**config.mk**
```make
export PLATFORM = sky130hd
export DESIGN_NAME = opfb_output_pin_ctrl
export DESIGN_NICKNAME = d
export VERILOG_FILES = /design/src/design/opfb_pkg.sv /design/src/design/opfb_output_pin_ctrl.sv
export SDC_FILE = /design/constraint.sdc
export NUM_CORES = 1
export LEC_CHECK = 0
export ABC_AREA = 1
export BUFFER_PORTS_ARGS = -buffer_cell sky130_fd_sc_hd__buf_2
export CAP_MARGIN = 20
export CORE_MARGIN = 2
export CORE_UTILIZATION = 47
export CTS_BUF_LIST = sky130_fd_sc_hd__clkbuf_4 sky130_fd_sc_hd__clkbuf_8 sky130_fd_sc_hd__clkbuf_16
export CTS_CLUSTER_SIZE = 25
export DETAILED_ROUTE_END_ITERATION = 8
export PLACE_DENSITY = 0.73
export SETUP_SLACK_MARGIN = 0.1
export SYNTH_ARGS = -nofsm -noshare
export SYNTH_HDL_FRONTEND = slang
export SYNTH_SLANG_ARGS = --single-unit
```
**constraint.sdc**
```tcl
create_clock -name ref_clk -period 1.1 [get_ports ref_clk]
set_input_delay 0.11 -clock ref_clk [delete_from_list [all_inputs] [get_ports ref_clk]]
set_output_delay 0.11 -clock ref_clk [all_outputs]
set_load 0.02 [all_outputs]
```
**src/design/opfb_pkg.sv**
```systemverilog
package opfb_pkg;

  // ****************************************
  // Register sub-addresses and reset values.
  // ****************************************
  localparam logic [7:0]  ADDR_OUT_PIN   = 8'h10;
  localparam logic [7:0]  ADDR_FB_TWO    = 8'h31;
  localparam logic [7:0]  ADDR_FB_ONE    = 8'h32;
  localparam logic [7:0]  ADDR_IO_PORT   = 8'h34;
  localparam logic [7:0]  RST_BYTE_REG   = 8'h00;
  localparam logic [15:0] RST_IO_PORT    = 16'h0000;

  // ****************************************
  // Field codes.
  // ****************************************
  localparam logic [2:0] STRENGTH_TRISTATE = 3'h7;
  localparam logic [1:0] CSY_COMPOSITE     = 2'h0;
  localparam logic [1:0] CSY_FIELD_PARITY  = 2'h1;
  localparam logic [1:0] CSY_ZERO          = 2'h2;
  localparam logic [1:0] CSY_HDRIVE_CLK    = 2'h3;

  // ****************************************
  // Timing.
  // ****************************************
  localparam int CLK_HZ           = 40000000;
  localparam int HDRV_CLK_HZ      = 1000000;
  localparam int HDRV_HALF_CYCLES = CLK_HZ / (2 * HDRV_CLK_HZ);

  // ****************************************
  // Register layouts and bus request.
  // ****************************************
  typedef struct packed {
    logic [1:0] composite_pin_function;
    logic       deflection_resistor_enable;
    logic [1:0] reserved;
    logic [2:0] sync_drive_strength;
  } opfb_out_pin_type;

  typedef struct packed {
    logic       blank_one_force_low;
    logic [1:0] reserved;
    logic       flyback_polarity;
    logic       full_line_measure_window;
    logic       rgb_clamp_reference_enable;
    logic       blank_polarity;
    logic       blank_one_force_high;
  } opfb_fb_one_type;

  typedef struct packed {
    logic reserved;
    logic half_contrast_polarity;
    logic half_contrast_force_high;
    logic half_contrast_pin_enable;
    logic blank_monitor_select;
    logic blank_input_priority;
    logic blank_two_force_low;
    logic blank_two_force_high;
  } opfb_fb_two_type;

  typedef struct packed {
    logic       port_versus_color_select;
    logic [6:0] port_direction_bits;
    logic       front_sync_output_enable;
    logic [6:0] port_data_bits;
  } opfb_io_port_type;

  typedef struct packed {
    logic        wr;
    logic        rd;
    logic [7:0]  addr;
    logic [15:0] wdata;
  } opfb_reg_req_type;

endpackage

```
**src/design/opfb_output_pin_ctrl.sv**
```systemverilog
// Notes on behaviour
// - Drive strength field sets both sync pins; value 7 tristates them.
// - Bit 5 of output pin register enables deflection output resistor.
// - Composite pin selects composite sync, field parity, zero or 1 MHz clock.
// - First blank follows its pin, or is forced high by bit 0.
// - First blank follows its pin, or is forced low by bit 7.
// - Blank polarity bit makes the blank inputs active low when set.
// - Bit 2 enables the RGB clamping reference.
// - Full line window bit overrides the measurement window control bit.
// - Flyback polarity bit makes the flyback input active low when set.
// - Second blank follows its pin, or is forced high by bit 0.
// - Second blank follows its pin, or is forced low by bit 1.
// - Priority bit chooses which blank input wins when both active.
// - Monitor select routes the first or second blank pin to monitor.
// - Half contrast enable takes port bit 0 away and enables half contrast.
// - Half contrast follows its pin, or is forced high.
// - Half contrast polarity bit makes the pin active low when set.
// - Port data drives output bits; reads return pin levels.
// - Front sync enable drives front sync out on port bit 1.
// - Direction bit n sets port bit n-8 as output when one.
// - Port select gives bits 6 to 2 either to colors or to port.
// - All four registers reset to zero.
module opfb_output_pin_ctrl #(
  parameter int PORT_WIDTH  = 7,
  parameter int COLOR_WIDTH = 5
) (
  input  wire logic                         ref_clk,
  input  wire logic                         rst_n,
  input  wire opfb_pkg::opfb_reg_req_type   reg_req,
  output logic [15:0]                       reg_rdata,
  output logic                              reg_rvalid,
  input  wire logic                         main_sync_signal,
  input  wire logic                         composite_sync_signal,
  input  wire logic                         field_parity_signal,
  input  wire logic                         front_sync_signal,
  input  wire logic                         measure_window_ctrl,
  input  wire logic                         flyback_input,
  input  wire logic                         blank_input_one,
  input  wire logic                         blank_input_two,
  input  wire logic [COLOR_WIDTH-1:0]       color_signal,
  input  wire logic [PORT_WIDTH-1:0]        port_pin_in,
  output logic [2:0]                        sync_drive_strength,
  output logic                              main_sync_pin,
  output logic                              main_sync_oe,
  output logic                              composite_sync_pin,
  output logic                              composite_sync_oe,
  output logic                              deflection_resistor_enable,
  output logic                              blank_one_internal,
  output logic                              blank_two_internal,
  output logic                              blank_active,
  output logic                              blank_source_two,
  output logic                              blank_monitor,
  output logic                              rgb_clamp_reference_enable,
  output logic                              measure_window_full,
  output logic                              flyback_active,
  output logic                              half_contrast_active,
  output logic [PORT_WIDTH-1:0]             port_pin_out,
  output logic [PORT_WIDTH-1:0]             port_pin_oe,
  output logic [COLOR_WIDTH-1:0]            color_pin_out,
  output logic                              color_pin_oe
);

  // ****************************************
  // Functions.
  // ****************************************
  function automatic logic pin_level(input logic pin, input logic low_active,
                                     input logic force_high, input logic force_low);
    logic lvl;
    lvl = pin ^ low_active;
    if (force_high) begin
      lvl = 1'b1;
    end else if (force_low) begin
      lvl = 1'b0;
    end
    return lvl;
  endfunction

  // ****************************************
  // Registers.
  // ****************************************
  opfb_pkg::opfb_out_pin_type out_pin_r;
  opfb_pkg::opfb_fb_one_type  fb_one_r;
  opfb_pkg::opfb_fb_two_type  fb_two_r;
  opfb_pkg::opfb_io_port_type io_port_r;
  logic [15:0]                read_nxt;
  logic [4:0]                 hdrv_cnt_r;
  logic                       hdrv_clk_r;
  logic [PORT_WIDTH-1:0]      port_oe_nxt;
  logic [PORT_WIDTH-1:0]      port_out_nxt;
  logic                       one_nxt;
  logic                       two_nxt;

  always_ff @(posedge ref_clk) begin
    if (!rst_n) begin
      out_pin_r <= opfb_pkg::RST_BYTE_REG;
      fb_one_r  <= opfb_pkg::RST_BYTE_REG;
      fb_two_r  <= opfb_pkg::RST_BYTE_REG;
      io_port_r <= opfb_pkg::RST_IO_PORT;
    end else if (reg_req.wr) begin
      case (reg_req.addr)
        opfb_pkg::ADDR_OUT_PIN: out_pin_r <= reg_req.wdata[7:0];
        opfb_pkg::ADDR_FB_ONE:  fb_one_r  <= reg_req.wdata[7:0];
        opfb_pkg::ADDR_FB_TWO:  fb_two_r  <= reg_req.wdata[7:0];
        opfb_pkg::ADDR_IO_PORT: io_port_r <= reg_req.wdata;
        default: ;
      endcase
    end
  end

  always_comb begin
    case (reg_req.addr)
      opfb_pkg::ADDR_OUT_PIN: read_nxt = {8'h00, out_pin_r};
      opfb_pkg::ADDR_FB_ONE:  read_nxt = {8'h00, fb_one_r};
      opfb_pkg::ADDR_FB_TWO:  read_nxt = {8'h00, fb_two_r};
      opfb_pkg::ADDR_IO_PORT: read_nxt = {io_port_r[15:7], port_pin_in};
      default:                read_nxt = 16'h0000;
    endcase
  end

  always_ff @(posedge ref_clk) begin
    if (!rst_n) begin
      reg_rdata  <= 16'h0000;
      reg_rvalid <= 1'b0;
    end else begin
      reg_rvalid <= reg_req.rd;
      if (reg_req.rd) begin
        reg_rdata <= read_nxt;
      end
    end
  end

  // ****************************************
  // Horizontal drive clock divider.
  // ****************************************
  always_ff @(posedge ref_clk) begin
    if (!rst_n) begin
      hdrv_cnt_r <= 5'h00;
      hdrv_clk_r <= 1'b0;
    end else if (hdrv_cnt_r == 5'(opfb_pkg::HDRV_HALF_CYCLES - 1)) begin
      hdrv_cnt_r <= 5'h00;
      hdrv_clk_r <= ~hdrv_clk_r;
    end else begin
      hdrv_cnt_r <= hdrv_cnt_r + 5'h01;
    end
  end

  // ****************************************
  // Sync pins.
  // ****************************************
  always_ff @(posedge ref_clk) begin
    if (!rst_n) begin
      sync_drive_strength        <= 3'h0;
      main_sync_oe               <= 1'b0;
      composite_sync_oe          <= 1'b0;
      main_sync_pin              <= 1'b0;
      composite_sync_pin         <= 1'b0;
      deflection_resistor_enable <= 1'b0;
    end else begin
      sync_drive_strength <= out_pin_r.sync_drive_strength;
      main_sync_oe        <= out_pin_r.sync_drive_strength != opfb_pkg::STRENGTH_TRISTATE;
      composite_sync_oe   <= out_pin_r.sync_drive_strength != opfb_pkg::STRENGTH_TRISTATE;
      main_sync_pin       <= main_sync_signal;
      deflection_resistor_enable <= out_pin_r.deflection_resistor_enable;
      case (out_pin_r.composite_pin_function)
        opfb_pkg::CSY_COMPOSITE:    composite_sync_pin <= composite_sync_signal;
        opfb_pkg::CSY_FIELD_PARITY: composite_sync_pin <= field_parity_signal;
        opfb_pkg::CSY_ZERO:         composite_sync_pin <= 1'b0;
        default:                    composite_sync_pin <= hdrv_clk_r;
      endcase
    end
  end

  // ****************************************
  // Fast blank and half contrast.
  // ****************************************
  assign one_nxt = pin_level(blank_input_one, fb_one_r.blank_polarity,
                             fb_one_r.blank_one_force_high, fb_one_r.blank_one_force_low);
  assign two_nxt = pin_level(blank_input_two, fb_one_r.blank_polarity,
                             fb_two_r.blank_two_force_high, fb_two_r.blank_two_force_low);

  always_ff @(posedge ref_clk) begin
    if (!rst_n) begin
      blank_one_internal         <= 1'b0;
      blank_two_internal         <= 1'b0;
      blank_active               <= 1'b0;
      blank_source_two           <= 1'b0;
      blank_monitor              <= 1'b0;
      rgb_clamp_reference_enable <= 1'b0;
      measure_window_full        <= 1'b0;
      flyback_active             <= 1'b0;
      half_contrast_active       <= 1'b0;
    end else begin
      blank_one_internal <= one_nxt;
      blank_two_internal <= two_nxt;
      blank_active       <= one_nxt | two_nxt;
      blank_source_two   <= fb_two_r.blank_input_priority ? two_nxt : (two_nxt & ~one_nxt);
      blank_monitor      <= fb_two_r.blank_monitor_select ? blank_input_two : blank_input_one;
      rgb_clamp_reference_enable <= fb_one_r.rgb_clamp_reference_enable;
      measure_window_full <= fb_one_r.full_line_measure_window | measure_window_ctrl;
      flyback_active      <= flyback_input ^ fb_one_r.flyback_polarity;
      half_contrast_active <= pin_level(port_pin_in[0] & fb_two_r.half_contrast_pin_enable,
                                        fb_two_r.half_contrast_polarity &
                                        fb_two_r.half_contrast_pin_enable,
                                        fb_two_r.half_contrast_force_high, 1'b0);
    end
  end

  // ****************************************
  // General port and color pins.
  // ****************************************
  for (genvar i = 0; i < PORT_WIDTH; i++) begin : g_port
    logic owned;
    if (i == 0) begin : g_bit0
      assign owned = ~fb_two_r.half_contrast_pin_enable;
    end else if (i == 1) begin : g_bit1
      assign owned = 1'b1;
    end else begin : g_high
      assign owned = io_port_r.port_versus_color_select;
    end
    if (i == 1) begin : g_fsy
      assign port_oe_nxt[i]  = owned & (io_port_r.front_sync_output_enable |
                                        io_port_r.port_direction_bits[i]);
      assign port_out_nxt[i] = io_port_r.front_sync_output_enable ? front_sync_signal
                                                                  : io_port_r.port_data_bits[i];
    end else begin : g_plain
      assign port_oe_nxt[i]  = owned & io_port_r.port_direction_bits[i];
      assign port_out_nxt[i] = io_port_r.port_data_bits[i];
    end
  end

  always_ff @(posedge ref_clk) begin
    if (!rst_n) begin
      port_pin_oe   <= '0;
      port_pin_out  <= '0;
      color_pin_out <= '0;
      color_pin_oe  <= 1'b0;
    end else begin
      port_pin_oe   <= port_oe_nxt;
      port_pin_out  <= port_out_nxt;
      color_pin_out <= color_signal;
      color_pin_oe  <= ~io_port_r.port_versus_color_select;
    end
  end
endmodule

```
==> results of run 1 <==
-- placed cells by master, fill, tap and decap left out, types with 3 or more instances in the layout --
cell type	instances
dfxtp_1	89
buf_2	77
nand2_1	74
inv_1	51
buf_4	48
a21oi_1	46
nor2_1	45
nand3_1	45
o21ai_0	42
dlygate4sd3_1	11
dfxtp_2	10
nor3_1	9
o21ai_1	9
clkbuf_8	9
nand2_4	4
nor2_4	4
inv_8	3
nor2_2	3
inv_6	3
-- timing repair --
action	in CTS	in global routing
cloned	0	0
setup buffers	1	1
endpoints found under the setup margin	9	40
pin swaps	3	2
hold buffers	11	0
gates resized for setup	8	34
hold endpoints to repair	11	0
-- registers in the layout, summed over array words and instances (netlist names), 3 cells and up --
name / count
port_pin_out: 7
fb_two_r: 8
sync_drive_strength: 3
fb_one_r: 8
hdrv_cnt_r: 5
reg_rdata: 16
port_pin_oe: 7
out_pin_r: 8
io_port_r: 15
color_pin_out: 5
-- worst min-delay path by stage --
stage | cells past startpoint | slack (ns) | to | from
floorplan | 2 | 0.21 | color_pin_out[0] | color_signal[0]
finish | 3 | 0.007 | io_port_r[10] | reg_req[10]
detailed placement | 3 | 0.30 | color_pin_out[3] | color_signal[3]
global placement | 3 | 0.29 | color_pin_out[2] | color_signal[2]
CTS | 3 | 0.002 | io_port_r[10] | reg_req[10]
global route | 3 | 0.02 | io_port_r[10] | reg_req[10]
-- power breakdown --
| group | switching [µW] | leakage, µW | total [µW] | internal [µW] |
|---|---|---|---|---|
| Clock | 1330 | 0.0000972 | 2220 | 897 |
| Combinational | 339 | 0.00143 | 585 | 245 |
| Sequential | 27.7 | 0.000808 | 3670 | 3650 |
-- cell type report --
cell class / instances / share of cell area (%)
clock inverters: 6 / 1.12
well taps: 102 / 2.60
multi-input cells: 297 / 29.6
repair buffers: 139 / 18.5
inverters: 57 / 4.96
clock buffers: 10 / 2.67
flip-flops and latches: 99 / 40.6
-- per-stage QoR --
step	total power (µW)	setup WS, ns
detailed placement	4270	-0.214
global route	6760	0.0405
floorplan	4010	0.00593
finish	6480	0.0797
CTS	6500	0.0848
global placement	4260	-0.180
-- critical path, delay by kind of cell, from the launching register on --
kind	cells	cell delay (ns)
compound gates	2	0.23
flops	1	0.37
simple gates	1	0.16
fa+ha+maj	1	0.15
-- cell families after synthesis --
| group | share of synthesized area (%) |
|---|---|
| AOI/OAI and AO/OA | 14.1 |
| xor gates and xnor gates | 0.705 |
| adders and majority gates | 0.336 |
| buffers and inverters | 8.86 |
| DFF | 53.2 |
| and+or+nand+nor | 22.9 |
-- per-layer routing --
metal  track usage (%)  vias up  share of wire, %  routed length, µm
met5                 0        -                 0                  0
met4              8.09        0               1.6                156
met3              4.67       15               4.9                472
met2              39.0       92                49               4730
met1              28.4     1596                44               4240
li1                  -     1782                 -                  -
==> flow_summary.json, run 1 <==
{
  "clock_sinks": 99,
  "die_x_um": 93.1,
  "register_area_mm2": 0.00199,
  "coreArea_mm2": 0.00769,
  "status": "finished, final reports clean",
  "synth.top_cell.area_share_pct": 53.2,
  "crit_path_cell_trace": "ha_4 > nand4_1 > o21ai_1 > a21oi_1",
  "place_area_mm2": 0.00451,
  "synth_top_cell_by_area": "dfxtp_1",
  "r2r_end": "hdrv_clk_r",
  "path_clk_slew_ns": 0.11,
  "min_period_over_period_pct": 92.8,
  "grt_max_degree": 24,
  "synth-edff-count": 0,
  "ys.warnings.count": 0,
  "setup_tns_ns": 0,
  "end_kind": "register",
  "endpoint": "hdrv_clk_r",
  "fmax_ghz": 0.980,
  "dp_cells": 681,
  "crit_type": "reg2reg",
  "drtIter0Drc": 201,
  "ys_seq_area_share_pct": 53.2,
  "ys_async_sr_fraction_pct": 0,
  "drive_gt1_share_pct": 29.4,
  "crit_arrival_ns": 1.28,
  "synth_common_cells": "dfxtp_1 (99), nand2_1 (75), inv_1 (56), a21oi_1 (46), nor2_1 (46)",
  "cts_buffers": 9,
  "antenna_found_initial": 0,
  "tritoncts": "built",
  "antenna_cells": 0,
  "fin_cells": 710,
  "p_leak_uw": 0.00233,
  "setup_viol": 0,
  "r2r-start": "hdrv_cnt_r[0]",
  "viasPerCell": 4.91,
  "grt_pass1_wl_mm": 15.4,
  "ys_ff_latch": 99,
  "r2r_cells": 4,
  "first_pass_iters": 4,
  "multiInputGateArea_mm2": 0.00146,
  "synth_cells": 473,
  "finalWeightedCongestion": 0.918,
  "finClkSkew_ns": 0.0111,
  "io-pin-count": 102,
  "ys_types": 28,
  "synth.area.top_cells": "dfxtp_1 (53%), nand2_1 (7.6%), a21oi_1 (6.2%), nand3_1 (6.0%), o21ai_0 (6.0%)",
  "dp_hpwl_mm": 7.02,
  "grt.total_usage_pct": 22.7,
  "powerDensity_mw_per_mm2": 1320,
  "syn2layout_area_growth_pct": 31.8,
  "start_kind": "register",
  "syn_area_mm2": 0.00373,
  "worstMarginPinSlew_ns": 0.321,
  "crit_path_max_fanout": 4,
  "cts_buffer_depth": 2,
  "cpPeakStageDelay_ns": 0.37,
  "route.detailed.drc": 0,
  "hold_violations": 0,
  "min_period_ns": 1.02,
  "nets": 652,
  "n_fill_cell": 669,
  "slowest_stage": "dfxtp_2",
  "syn_nets": 522,
  "startpoint": "hdrv_cnt_r[0]",
  "rows": 32,
  "cap_violations": 0,
  "finish.utilization_pct": 63.9,
  "ys.flop_type": "dfxtp_1",
  "grt_pass1_vias": 3267,
  "h-tree-depth": 3,
  "routed_wl_mm": 9.59,
  "grt-ovfl-total": 0,
  "wl_per_cell_um": 13.5,
  "vias": 3485,
  "ir_drop_mv": 0.678,
  "fp.dieH_um": 93.1,
  "holdWs_ns": 0.00709,
  "slew_headroom_pct": 78.6,
  "design_area_mm2": 0.00492,
  "io_buffers": 101,
  "synth_most_common_cell": "dfxtp_1",
  "clock_latency_ns": 0.37,
  "required_ns": 1.36,
  "cts-root-buf": "clkbuf_8",
  "rsz0062_at_grt": "true",
  "ant_nets": 0,
  "die_area_mm2": 0.00866,
  "start_util_pct": 48.5,
  "min_path_type": "in2reg",
  "r2r_slack_ns": 0.08,
  "syn_avg_cell_area_um2": 7.88,
  "final-max-slew-violation-count": 0
}
Power figures use the tool's default switching activity.
==> inputs of run 2 (changes only) <==
--- a/config.mk
+++ b/config.mk
@@ -6,14 +6,14 @@
 export NUM_CORES = 1
 export LEC_CHECK = 0
 export ABC_AREA = 1
-export BUFFER_PORTS_ARGS = -buffer_cell sky130_fd_sc_hd__buf_2
-export CAP_MARGIN = 20
+export CAP_MARGIN = 15
 export CORE_MARGIN = 2
-export CORE_UTILIZATION = 47
+export CORE_UTILIZATION = 56
 export CTS_BUF_LIST = sky130_fd_sc_hd__clkbuf_4 sky130_fd_sc_hd__clkbuf_8 sky130_fd_sc_hd__clkbuf_16
 export CTS_CLUSTER_SIZE = 25
 export DETAILED_ROUTE_END_ITERATION = 8
-export PLACE_DENSITY = 0.73
+export DONT_BUFFER_PORTS = 1
+export PLACE_DENSITY = 0.74
 export SETUP_SLACK_MARGIN = 0.1
 export SYNTH_ARGS = -nofsm -noshare
 export SYNTH_HDL_FRONTEND = slang
==> flow_summary.json, run 2 (synthesis gave the netlist of run 1 again) <==
{
  "syn2layout_area_growth_pct": 18.1,
  "place_area_mm2": 0.00394,
  "grt_pass1_vias": 2926,
  "dp_hpwl_mm": 6.02,
  "reg_top3": "reg_rdata x16, io_port_r x15",
  "rsz0062_at_grt": "true",
  "cts-hold-fix-buffers": 21,
  "drtIter0Drc": 204,
  "cap_violations": 0,
  "start_util_pct": 58.4,
  "clock_sinks": 99,
  "n_fill_cell": 518,
  "fmax_ghz": 0.975,
  "multiInputGateArea_mm2": 0.00146,
  "end_kind": "register",
  "cp_num_buf_inv": 0,
  "antenna_cells": 0,
  "io_buffers": 0,
  "wl_met3_um": 588,
  "cts_buffers": 9,
  "layout_commonest_cell": "dfxtp_1",
  "design_area_mm2": 0.00440,
  "min_period_over_period_pct": 93.3,
  "power_frac_seq_pct": 59.6,
  "power.total_uw": 6270,
  "cts_buffer_depth": 2,
  "drive_gt1_share_pct": 15.5,
  "pre_cts_slack_ns": -0.0492,
  "register_area_mm2": 0.00200,
  "p_switching_uw": 1610,
  "holdWs_ns": -0.177,
  "crit_path_max_fanout": 4,
  "first_pass_iters": 4,
  "crit_path_cell_trace": "ha_4 > nand4_1 > o21ai_1 > a21oi_1",
  "die_x_um": 85.6,
  "min_period_ns": 1.03,
  "crit_type": "reg2reg",
  "crit_arrival_ns": 1.28,
  "final_cell_mix": "dfxtp_1 (89), nand2_1 (73), inv_1 (51)",
  "start_kind": "register",
  "worstMarginPinSlew_ns": 0.324,
  "cts-root-buf": "clkbuf_8",
  "wl_per_cell_um": 14.9,
  "grt-ovfl-total": 0,
  "cpPeakStageDelay_ns": 0.37,
  "slew_headroom_pct": 78.3,
  "clock_latency_ns": 0.36,
  "viasPerCell": 5.32,
  "largest_reg_flops": 16,
  "internal-power_uw": 4670,
  "dp_cells": 554,
  "antenna_found_initial": 0,
  "p_leak_uw": 0.00190,
  "min_path_type": "in2reg",
  "critPathTopFamily": "flip-flops",
  "slowest_stage": "dfxtp_4",
  "io-pin-count": 102,
  "grt_pass1_wl_mm": 14.3,
  "finalWeightedCongestion": 0.916,
  "routed_wl_mm": 8.86,
  "path_clk_slew_ns": 0.10,
  "hold_violations": 77,
  "status": "finished with violations",
  "fin_cells": 594,
  "finClkSkew_ns": 0.0132,
  "h-tree-depth": 3,
  "violations": "hold timing",
  "die_area_mm2": 0.00733,
  "powerDensity_mw_per_mm2": 1420,
  "coreArea_mm2": 0.00639,
  "combPwrFrac_pct": 5.0,
  "route.detailed.drc": 0,
  "tritoncts": "built",
  "regMostFlops": "reg_rdata",
  "rows": 29,
  "startpoint": "hdrv_cnt_r[0]",
  "final-max-slew-violation-count": 0,
  "switching_share_pct": 25.6,
  "highest_layer": "met4",
  "ir_drop_mv": 1.33,
  "nets": 561,
  "hp-start": "reg_req[24]",
  "grt.total_usage_pct": 24.8,
  "wl_met1_mm": 3.81,
  "setup_ws_ns": 0.0740,
  "ant_nets": 0,
  "vias": 3162,
  "grt_max_degree": 68,
  "pwr-share-clk_pct": 35.4,
  "r2r-start": "hdrv_cnt_r[0]",
  "setup_viol": 0,
  "required_ns": 1.35,
  "fp.dieH_um": 85.6,
  "met2_wirelength_mm": 4.28
}
[run 2: changes by cell type in the layout (fill, tap and decap cells not counted), moves of 2 or more]
| cell | before | now |
|---|---|---|
| buf_2 | 77 | 0 |
| buf_4 | 48 | 27 |
| dfxtp_4 | 0 | 2 |
| dlygate4sd3_1 | 11 | 21 |
| dfxtp_2 | 10 | 8 |
| buf_12 | 2 | 0 |
[run 2: worst paths after layout]
check	endpoint	slack, ns	cells after the start
min reg2reg	port_pin_out[6]	0.43	2
max reg2reg	hdrv_clk_r	0.07	4
min	reg_rdata[10]	-0.18	1
max	hdrv_clk_r	0.07	4
[run 2: metal layers]
layer,global-route usage (%),up-vias
met4,9.96,0
met5,0,-
li1,-,1601
met2,39.8,87
met3,5.00,14
met1,33.0,1460
[run 2: power by group through the flow]
| stage | clock network, µW | registers (µW) | logic (µW) |
|---|---|---|---|
| floorplan | 0 | 3810 | 203 |
| global placement | 0 | 3820 | 204 |
| detailed placement | 0 | 3820 | 210 |
| CTS | 2280 | 3740 | 301 |
| global route | 2420 | 3740 | 347 |
| finish | 2220 | 3740 | 314 |
[run 2: timing repair]
item / in CTS / in global routing
setup buffers: 0 / 3
setup endpoints to repair: 10 / 14
gates resized for setup: 10 / 9
pin swaps: 5 / 5
hold endpoints to repair: 95 / 77
[run 2: metrics by stage]
step | util, % | setup TNS (ns)
after floorplan | - | 0
after global placement | 61.7 | -0.0195
after detailed placement | 61.7 | -0.459
after CTS | 68.4 | 0
after global routing | 69.0 | -0.0209
final | 69.0 | 0
[run 2: layout make-up]
| cell class | instances | share of cell area, % |
|---|---|---|
| flip-flops and latches | 99 | 45.4 |
| multi-input cells | 297 | 33.2 |
| repair buffers | 48 | 9.38 |
| inverters | 57 | 5.54 |
| clock buffers | 9 | 2.81 |
| well taps | 77 | 2.19 |
| clock inverters | 7 | 1.53 |
